$ cat config.mk
export PLATFORM = sky130hd
export DESIGN_NAME = ensc_top
export DESIGN_NICKNAME = d
export VERILOG_FILES = /design/src/hw/ensc_pkg.sv /design/src/hw/ensc_rx_if.sv /design/src/hw/ensc_counter.sv /design/src/hw/ensc_rx_classify.sv /design/src/hw/ensc_top.sv
export SDC_FILE = /design/constraint.sdc
export NUM_CORES = 2
export LEC_CHECK = 0
export ABC_AREA = 1
export ABC_CLOCK_PERIOD_IN_PS = 4700
export BUFFER_PORTS_ARGS = -buffer_cell sky130_fd_sc_hd__buf_2
export CAP_MARGIN = 20
export CORE_MARGIN = 2
export CORE_UTILIZATION = 40
export CTS_CLUSTER_DIAMETER = 150
export DETAILED_ROUTE_END_ITERATION = 8
export GPL_TIMING_DRIVEN = 0
export PLACE_DENSITY = 0.56
export SLEW_MARGIN = 0
export SYNTH_ARGS = -nofsm -noshare
export SYNTH_HDL_FRONTEND = slang
export SYNTH_SLANG_ARGS = --single-unit
$ cat constraint.sdc
create_clock -name pclk -period 4.7 [get_ports pclk]
set_clock_uncertainty 0.1 [all_clocks]
set_input_delay 0.47 -clock pclk [delete_from_list [all_inputs] [get_ports pclk]]
set_output_delay 0.47 -clock pclk [all_outputs]
set_load 0.005 [all_outputs]
$ cat src/hw/ensc_pkg.sv
package ensc_pkg;
	// Counter widths and counts
	localparam int OCT_W = 16;
	localparam int FC_W = 32;
	localparam int OC_W = 64;
	localparam int NUM_FC = 13;
	localparam int NUM_OC = 5;
	localparam int NUM_RX_FC = 9;
	localparam int NUM_RX_OC = 3;
	localparam logic [3:0] FC_LAST = 4'hC;
	localparam logic [2:0] OC_LAST = 3'h4;
	// Frame counter slots
	localparam int RX_NORM = 0;
	localparam int RX_URG = 1;
	localparam int RX_NULL = 2;
	localparam int RX_LONG = 3;
	localparam int RX_GOOD = 4;
	localparam int RX_BC = 5;
	localparam int RX_MC = 6;
	localparam int RX_MARK = 7;
	localparam int RX_DMG = 8;
	localparam int TX_URG = 9;
	localparam int TX_TOT = 10;
	localparam int TX_BC = 11;
	localparam int TX_MC = 12;
	// Octet counter slots
	localparam int O_RX_NORM = 0;
	localparam int O_RX_URG = 1;
	localparam int O_RX_GOOD = 2;
	localparam int O_TX_URG = 3;
	localparam int O_TX_TOT = 4;
	// Frame size limits
	localparam logic [15:0] MIN_NULL_OCT = 16'h0006;
	localparam logic [15:0] MAX_SMALL = 16'h05EE;
	localparam logic [15:0] MAX_LARGE = 16'h11A8;
	// Address bits
	localparam int GROUP_BIT = 40;
	localparam logic [47:0] BCAST_ADDR = 48'hFFFFFFFFFFFF;
	// Training configuration field layout
	localparam int CFG_FMT_LSB = 11;
	localparam int CFG_ACC_LSB = 8;
	// Framing format codes
	localparam logic [1:0] FMT_FIRST = 2'h1;
	localparam logic [1:0] FMT_SECOND = 2'h2;
	localparam logic [1:0] FMT_EITHER = 2'h3;
	// Link state code meaning training succeeded
	localparam logic [2:0] LS_OPENED = 3'h1;
	// Register byte offsets
	localparam logic [11:0] FC_BASE = 12'h000;
	localparam logic [11:0] OC_BASE = 12'h040;
	localparam logic [11:0] CTRL_OFF = 12'h080;
	localparam logic [11:0] FMASK_OFF = 12'h084;
	localparam logic [11:0] TCFG_OFF = 12'h088;
	localparam logic [11:0] CAPS_OFF = 12'h08C;
	localparam logic [11:0] STAT_OFF = 12'h090;
	// Control register layout and reset
	localparam int CTRL_ACC_BIT = 2;
	localparam logic [2:0] CTRL_RST = 3'h3;
	// Received packet status
	typedef enum logic [1:0] {PKT_NULL, PKT_VALID, PKT_MARK, PKT_ERR} ensc_pkt_e;
endpackage : ensc_pkg

$ cat src/hw/ensc_rx_if.sv
interface ensc_rx_if;
	import ensc_pkg::*;
	logic done; // End of received frame
	logic [OCT_W-1:0] octets; // Frame length
	logic [47:0] dest; // Destination address
	logic urgent; // High priority
	logic null_addr; // Null-addressed flag
	logic fcs_bad; // Checksum failed
	logic marker; // Invalid packet marker seen
	logic medium_err; // Other medium symbol errors
	logic undersize; // Too short
	logic bad_start; // Bad start delimiter
	logic bad_end; // Bad end marker
	logic use_small; // Smaller size limit applies
	ensc_pkt_e status; // Derived status
	logic [NUM_RX_FC-1:0] fc_inc; // Frame counter strobes
	logic [NUM_RX_OC-1:0] oc_inc; // Octet counter strobes
	modport cls(input done, octets, dest, urgent, null_addr, fcs_bad, marker, medium_err,
		undersize, bad_start, bad_end, use_small, output status, fc_inc, oc_inc);
	modport top(output done, octets, dest, urgent, null_addr, fcs_bad, marker, medium_err,
		undersize, bad_start, bad_end, use_small, input status, fc_inc, oc_inc);
endinterface : ensc_rx_if

$ cat src/hw/ensc_counter.sv
module ensc_counter
	import ensc_pkg::*;
	#(parameter int W = 32)
	(
	// Clock and reset
	input wire logic pclk,
	input wire logic presetn,
	// Update
	input wire logic en,
	input wire logic [W-1:0] amt,
	// Value
	output logic [W-1:0] cnt
	);
	// Unsigned accumulate, wraps past the top of range
	always_ff @(posedge pclk or negedge presetn) begin
		if (!presetn) begin
			cnt <= '0;
		end else if (en) begin
			cnt <= cnt + amt;
		end
	end
endmodule : ensc_counter

$ cat src/hw/ensc_rx_classify.sv
module ensc_rx_classify
	import ensc_pkg::*;
	(
	// Frame facts in, counter strobes out
	ensc_rx_if.cls rx
	);
	logic err_any; // Any data error
	logic null_hit; // Counted as null frame
	logic too_long; // Counted as oversize
	logic grp; // Group address
	logic bcast; // Broadcast address

	// Error status and marker qualification
	assign err_any = (rx.fcs_bad && !rx.marker) || rx.medium_err || rx.undersize ||
		rx.bad_start || rx.bad_end;
	assign null_hit = rx.null_addr && (rx.octets >= MIN_NULL_OCT);
	assign too_long = (rx.octets > MAX_LARGE) || ((rx.octets > MAX_SMALL) && rx.use_small);
	assign grp = rx.dest[GROUP_BIT];
	assign bcast = (rx.dest == BCAST_ADDR);

	// Status: null first, then error, then marker
	always_comb begin
		if (rx.null_addr) begin
			rx.status = PKT_NULL;
		end else if (err_any) begin
			rx.status = PKT_ERR;
		end else if (rx.marker) begin
			rx.status = PKT_MARK;
		end else begin
			rx.status = PKT_VALID;
		end
	end

	// Counter strobes; every frame is counted whatever its address
	always_comb begin
		rx.fc_inc = '0;
		rx.oc_inc = '0;
		if (rx.done) begin
			// Priority split, promoted frames arrive as normal
			rx.fc_inc[rx.urgent ? RX_URG : RX_NORM] = 1'b1;
			rx.oc_inc[rx.urgent ? O_RX_URG : O_RX_NORM] = 1'b1;
			if (null_hit) begin
				rx.fc_inc[RX_NULL] = 1'b1;
			end else if (too_long) begin
				rx.fc_inc[RX_LONG] = 1'b1;
			end else begin
				case (rx.status)
					PKT_VALID: begin
						rx.fc_inc[RX_GOOD] = 1'b1;
						rx.oc_inc[O_RX_GOOD] = 1'b1;
						if (grp) begin
							rx.fc_inc[bcast ? RX_BC : RX_MC] = 1'b1;
						end
					end
					PKT_MARK: rx.fc_inc[RX_MARK] = 1'b1;
					PKT_ERR: rx.fc_inc[RX_DMG] = 1'b1;
					default: ;
				endcase
			end
		end
	end
endmodule : ensc_rx_classify

$ cat src/hw/ensc_top.sv
// The implementer's own choices: the register addresses and the APB interface to the registers.
module ensc_top
	import ensc_pkg::*;
	#(parameter logic [1:0] SUPPORTED = FMT_EITHER) // Capability code
	(
	// Clock and reset
	input wire logic pclk,
	input wire logic presetn,
	// APB slave
	input wire logic [31:0] paddr,
	input wire logic psel,
	input wire logic penable,
	input wire logic pwrite,
	input wire logic [31:0] pwdata,
	input wire logic [3:0] pstrb,
	output logic [31:0] prdata,
	output logic pready,
	output logic pslverr,
	// Received frame report
	input wire logic rx_done,
	input wire logic [15:0] rx_octets,
	input wire logic [47:0] rx_dest,
	input wire logic rx_urgent,
	input wire logic rx_null_addr,
	input wire logic rx_fcs_bad,
	input wire logic rx_marker,
	input wire logic rx_medium_err,
	input wire logic rx_undersize,
	input wire logic rx_bad_start,
	input wire logic rx_bad_end,
	// Transmitted frame report
	input wire logic tx_done,
	input wire logic tx_ok,
	input wire logic [15:0] tx_octets,
	input wire logic [47:0] tx_dest,
	input wire logic tx_urgent,
	// Link status and training
	input wire logic [2:0] link_open_state,
	input wire logic init_open,
	input wire logic train_rsp_valid,
	input wire logic train_rsp_ok,
	input wire logic train_by_node,
	input wire logic [15:0] train_rsp_cfg,
	// Settings toward training and address logic
	output logic [1:0] req_frame_format,
	output logic req_accept_all,
	output logic accept_all_granted,
	output logic [31:0] fa_mask_active
	);

	logic [FC_W-1:0] fcnt [NUM_FC]; // Frame counters
	logic [OC_W-1:0] ocnt [NUM_OC]; // Octet counters
	logic [NUM_FC-1:0] fc_inc; // Frame strobes
	logic [NUM_OC-1:0] oc_inc; // Octet strobes
	logic [OC_W-1:0] rx_amt; // Rx octet increment
	logic [OC_W-1:0] tx_amt; // Tx octet increment
	logic [2:0] ctrl; // Wanted format and accept-all request
	logic [31:0] functional_addr_mask; // Functional address mask
	logic [15:0] granted_train_cfg; // Last granted configuration
	logic [31:0] snap_hi; // Upper half latched on low read
	logic link_open; // Training done
	logic [1:0] fmt_field; // Granted format bits
	logic second_mode; // Operating in second format
	logic tx_grp; // Tx group address
	logic tx_bc; // Tx broadcast address
	logic setup; // APB setup phase
	logic access; // APB completing access
	logic [11:0] a; // Local byte offset
	logic [3:0] fc_idx; // Frame counter index
	logic [2:0] oc_idx; // Octet counter index
	logic rd_err; // Address not mapped
	logic wr_ok; // Write target is writable
	logic oc_lo; // Access to an octet low word
	logic [31:0] rd_val; // Read data mux

	ensc_rx_if rxi();

	// Frame facts into the classifier
	assign rxi.done = rx_done;
	assign rxi.octets = rx_octets;
	assign rxi.dest = rx_dest;
	assign rxi.urgent = rx_urgent;
	assign rxi.null_addr = rx_null_addr;
	assign rxi.fcs_bad = rx_fcs_bad;
	assign rxi.marker = rx_marker;
	assign rxi.medium_err = rx_medium_err;
	assign rxi.undersize = rx_undersize;
	assign rxi.bad_start = rx_bad_start;
	assign rxi.bad_end = rx_bad_end;

	// Open only after successful training
	assign link_open = (link_open_state == LS_OPENED);
	assign fmt_field = granted_train_cfg[CFG_FMT_LSB +: 2];
	assign second_mode = link_open && (fmt_field != 2'h0);
	// Smaller limit unless open in large framing
	assign rxi.use_small = !link_open || (fmt_field == 2'h0);

	ensc_rx_classify u_cls (
		.rx(rxi.cls)
	);

	// Transmit strobes
	assign tx_grp = tx_dest[GROUP_BIT];
	assign tx_bc = (tx_dest == BCAST_ADDR);
	assign fc_inc[NUM_RX_FC-1:0] = rxi.fc_inc;
	assign fc_inc[TX_URG] = tx_done && tx_urgent && tx_ok;
	assign fc_inc[TX_TOT] = tx_done;
	assign fc_inc[TX_BC] = tx_done && tx_grp && tx_bc;
	assign fc_inc[TX_MC] = tx_done && tx_grp && !tx_bc;
	assign oc_inc[NUM_RX_OC-1:0] = rxi.oc_inc;
	assign oc_inc[O_TX_URG] = tx_done && tx_urgent && tx_ok;
	assign oc_inc[O_TX_TOT] = tx_done;
	assign rx_amt = {48'h0, rx_octets};
	assign tx_amt = {48'h0, tx_octets};

	// Counter banks
	for (genvar i = 0; i < NUM_FC; i++) begin : g_fc
		ensc_counter #(.W(FC_W)) u_fc (
			.pclk(pclk),
			.presetn(presetn),
			.en(fc_inc[i]),
			.amt(32'h1),
			.cnt(fcnt[i])
		);
	end
	for (genvar j = 0; j < NUM_OC; j++) begin : g_oc
		ensc_counter #(.W(OC_W)) u_oc (
			.pclk(pclk),
			.presetn(presetn),
			.en(oc_inc[j]),
			.amt((j < NUM_RX_OC) ? rx_amt : tx_amt),
			.cnt(ocnt[j])
		);
	end

	// APB phase decode
	assign setup = psel && !penable;
	assign access = psel && penable && pready;
	assign a = paddr[11:0];
	assign fc_idx = a[5:2];
	assign oc_idx = a[5:3];
	assign oc_lo = (a[11:6] == OC_BASE[11:6]) && !a[2];

	// Read mux and map check; counters are never writable
	always_comb begin
		rd_val = 32'h0;
		rd_err = 1'b0;
		wr_ok = 1'b0;
		if ((paddr[31:12] != 20'h0) || (a[1:0] != 2'h0)) begin
			rd_err = 1'b1;
		end else if (a[11:6] == FC_BASE[11:6]) begin
			// Frame counters, read only
			if (fc_idx <= FC_LAST) begin
				rd_val = fcnt[fc_idx];
			end else begin
				rd_err = 1'b1;
			end
		end else if (a[11:6] == OC_BASE[11:6]) begin
			// Octet counters, low word then latched high word
			if (oc_idx <= OC_LAST) begin
				rd_val = a[2] ? snap_hi : ocnt[oc_idx][31:0];
			end else begin
				rd_err = 1'b1;
			end
		end else begin
			case (a)
				CTRL_OFF: begin
					rd_val = {29'h0, ctrl};
					wr_ok = 1'b1;
				end
				FMASK_OFF: begin
					rd_val = functional_addr_mask;
					wr_ok = 1'b1;
				end
				TCFG_OFF: rd_val = {16'h0, granted_train_cfg};
				CAPS_OFF: rd_val = {30'h0, SUPPORTED};
				STAT_OFF: rd_val = {24'h0, req_accept_all, req_frame_format, second_mode,
					accept_all_granted, link_open_state};
				default: rd_err = 1'b1;
			endcase
		end
	end

	// One wait-free access cycle after setup
	always_ff @(posedge pclk or negedge presetn) begin
		if (!presetn) begin
			pready <= 1'b0;
			prdata <= 32'h0;
			pslverr <= 1'b0;
		end else begin
			pready <= setup;
			if (setup) begin
				prdata <= pwrite ? 32'h0 : rd_val;
				pslverr <= rd_err || (pwrite && !wr_ok);
			end else begin
				prdata <= 32'h0;
				pslverr <= 1'b0;
			end
		end
	end

	// Writable settings with byte lanes
	always_ff @(posedge pclk or negedge presetn) begin
		if (!presetn) begin
			ctrl <= CTRL_RST;
			functional_addr_mask <= 32'h0;
		end else if (access && pwrite && wr_ok && !rd_err) begin
			if (a == CTRL_OFF && pstrb[0]) begin
				ctrl <= pwdata[2:0];
			end
			if (a == FMASK_OFF) begin
				for (int b = 0; b < 4; b++) begin
					if (pstrb[b]) begin
						functional_addr_mask[8*b +: 8] <= pwdata[8*b +: 8];
					end
				end
			end
		end
	end

	// Latch upper octet word on low-word read for a coherent pair
	always_ff @(posedge pclk or negedge presetn) begin
		if (!presetn) begin
			snap_hi <= 32'h0;
		end else if (access && !pwrite && oc_lo && !rd_err) begin
			snap_hi <= ocnt[oc_idx][63:32];
		end
	end

	// Requests only take effect at the next init or open
	always_ff @(posedge pclk or negedge presetn) begin
		if (!presetn) begin
			req_frame_format <= CTRL_RST[1:0];
			req_accept_all <= CTRL_RST[CTRL_ACC_BIT];
		end else if (init_open) begin
			req_frame_format <= ctrl[1:0];
			req_accept_all <= ctrl[CTRL_ACC_BIT];
		end
	end

	// Capture configuration from good node-started responses
	always_ff @(posedge pclk or negedge presetn) begin
		if (!presetn) begin
			granted_train_cfg <= 16'h0;
		end else if (train_rsp_valid && train_rsp_ok && train_by_node) begin
			granted_train_cfg <= train_rsp_cfg;
		end
	end

	// Grant and mask outputs toward address recognition
	always_ff @(posedge pclk or negedge presetn) begin
		if (!presetn) begin
			accept_all_granted <= 1'b0;
			fa_mask_active <= 32'h0;
		end else begin
			accept_all_granted <= link_open && (granted_train_cfg[CFG_ACC_LSB +: 2] != 2'h0);
			fa_mask_active <= second_mode ? functional_addr_mask : 32'h0;
		end
	end
endmodule : ensc_top

==> metrics.csv <==
metric,value,unit
TritonCTS buffer count,109,
syn avg cell area,6.71,sq um
Multi-input gate area,33700,sq um
"Hold Vio Cnt, Final",0,
most frequent cell after synthesis,nand2_1,
crit path max fanout,10,
Internal,15.3,mW
Slew HR,0.123,
R2R cell count,14,
Synth Area in Adders,0.0208,
hold buffer count at CTS,73,
H-tree depth,3,
largest net degree at the start of global routing,116,
LEAKAGE,33.8,nW
top cell type's share of synthesized area,0.364,
Total Routed Length,284000,um
Final Setup Violations,0,
setup bufs post-CTS,0,
synth-to-layout area growth,14.7,%
total negative setup slack,0,ns
Pwr Density,343,nW/um^2
pre-CTS WS,0.553,ns
Clock Latency Late Sink,0.76,ns
max-slew violations,0,
Chip Height,394,um
CP max stage cell,o21ai_0,
first-pass GRT wire length,414000,um
CP max stage delay,0.69,ns
fin worst setup slack,0.586,ns
Setup crit end kind,register,
Final Cycle Share,0.875,
First DRT Iteration DRCs,6875,
Starting Density,0.402,
Sw Ratio,0.362,
post-synth cell types,58,
"Seq/Total Area, Yosys",0.365,
Final nets,9911,
Clock power frac,0.376,
Final GP Congestion,1.09,
WP data required,5.20,ns
share of flip-flops with an asynchronous set or reset,1.00,
FP Rows,143,
Root Buffer Master,clkbuf_16,
HPWL Detailed,230000,um
Post-CTS Resized,0,
post-synthesis mux area share,0.00296,
#FFs+latches synth,889,
fraction of layout cells with a size suffix above 1,0.0722,
post-synthesis net count,9408,
main area contributors after synthesis,"dfrtp_1 (36%), nand2_1 (20%), inv_1 (6.1%), xor2_1 (6.0%), nor2_1 (5.1%)",
CTS Buffer Depth,3,
Post-DRT Antenna Nets,0,
Pre-antenna DRT Iters,7,
Top Ports,306,
initial antenna violation count,16,
Critical Path Most Common Cell,buf_2,
Most used DFF post-synth,dfrtp_1,
area fraction in compound gates after synthesis,0.0841,
Final Util,0.461,
total number of vias,64600,
measured slew at the worst slew-check pin,1.30,ns
TritonCTS Sinks,889,
crit path DAT,4.61,ns
Via density,5.51,
sequential cell area,22300,sq um
CP cell instances,buf_2 -> inv_2 -> nand2_2 -> clkinv_1 -> buf_2 -> clkbuf_1 -> o21ai_0 -> nand3_1 -> nand2_1 -> a21oi_1,
Post-synth EDFFs,0,
die area,155000,sq um
worst vdd ir,0.342,mV
Total GRT Usage,0.358,
Post-Synth Simple-Gate Area,0.368,
CP Class,in2reg,
final hold slack,0.0153,ns
largest family of logic cells by synthesized area,simple AND/OR/NAND/NOR gates,
core area,152000,sq um
die width,394,um
Netlist Area Pre-Place,60900,sq um
total power,24.0,mW
Fmax,0.243,GHz
sequential power share,0.388,
RSZ-0062 raised after global routing,false,
Gate Count Post-Synth,9074,
Commonest cells post-synth,"nand2_1 (3230), inv_1 (995), dfrtp_1 (885)",
gr ovfl total,0,
drt wl/cell,24.2,um
P_sw,8.67,mW
status,"finished, final reports clean",
XOR/XNOR Fraction of Synth Area,0.0778,
yosys warns,0,
combinational cell fraction of total power,0.235,
Startpoint Class,input port,
vias in the first global route,61300,
number of max-cap violations,0,
# port buffers,303,
CTS tree,built,
leading area contributor after synthesis,dfrtp_1,
Final min period,4.11,ns
Worst Hold Depth,4,
Hold Path Class,in2reg,
Fillers,16000,
clk slew on worst S/H paths,0.06,ns
DRC viols,0,
[through the flow]
step,area (sq um),cells
finish,69800,11700
global route,69800,11700
detailed placement,65300,11400
CTS,69800,11700
global placement,64900,11400
floorplan,60900,9074
[path summary, 6_finish.rpt]
kind / from / endpoint / slack [ns]
worst min-delay path: pstrb[1] / functional_addr_mask[14] / 0.02
worst min register to register: functional_addr_mask[26] / functional_addr_mask[26] / 0.38
max in group asynchronous: presetn / g_oc[4].u_oc.cnt[10] / 1.82
worst max-delay path: paddr[5] / prdata[25] / 0.59
worst max register to register: g_oc[1].u_oc.cnt[0] / g_oc[1].u_oc.cnt[26] / 1.27
min in group asynchronous: presetn / g_fc[6].u_fc.cnt[19] / 0.15
[critical path: cells and delay by family]
kind | cells | cell delay (ns)
buffers and inverters | 5 | 2.02
AO/OA/AOI/OAI | 2 | 1.15
AND/OR/NAND/NOR | 3 | 0.93
[sequential cells by signal, summed over array words and instances, names as in the netlist]
signal / count
accept_all_granted: 1
ctrl: 3
fa_mask_active: 32
functional_addr_mask: 32
g_fc.u_fc.cnt: 416
g_oc.u_oc.cnt: 320
granted_train_cfg: 16
prdata: 32
pready: 1
pslverr: 1
req_accept_all: 1
req_frame_format: 2
snap_hi: 32
[cell type report]
| cell class | instances | area share |
|---|---|---|
| Antenna cell | 11 | 0.000394 |
| Buffer | 263 | 0.0161 |
| Clock buffer | 145 | 0.0449 |
| Clock inverter | 58 | 0.00893 |
| Inverter | 1017 | 0.0547 |
| Multi-Input combinational cell | 6905 | 0.483 |
| Sequential cell | 889 | 0.319 |
| Tap cell | 2030 | 0.0364 |
| Timing Repair Buffer | 392 | 0.0372 |
[routing by layer]
layer  GRT usage  vias to the layer above  part of all wire
li1            -                    30200                 -
met1       0.460                    30500              0.40
met2       0.545                     3004              0.43
met3      0.0645                      787             0.084
met4       0.250                        4             0.085
met5           0                        -          0.000053
[power groups by stage]
stage / Sequential (mW) / Combinational, mW / Clock (mW)
5_1_grt: 9.34 / 6.20 / 9.42
3_3_place_gp: 9.39 / 5.35 / 0
6_report: 9.30 / 5.63 / 9.01
4_1_cts: 9.26 / 5.50 / 9.13
3_5_place_dp: 9.38 / 5.45 / 0
2_1_floorplan: 8.91 / 3.62 / 0
[placed cells by master, fill, tap and decap left out, types with 93 or more instances in the layout]
cell	instances
buf_2	383
nand4_1	299
xor2_1	414
dfrtp_1	885
xnor2_1	127
o21ai_0	409
nand3_1	527
ha_1	93
clkbuf_16	112
inv_1	995
nor3_1	295
nand2_1	3230
a21oi_1	298
nor2_1	823
clkbuf_1	159
[kinds of logic after synthesis]
kind of cell	after synthesis
adder cells (fa/ha/maj)	98
AND/OR/NAND/NOR	5328
XOR/XNOR	541
flip-flops	889
buffers and inverters	1280
AO/OA/AOI/OAI	922
multiplexers	16
No activity file was read; power rests on OpenSTA's default activity.
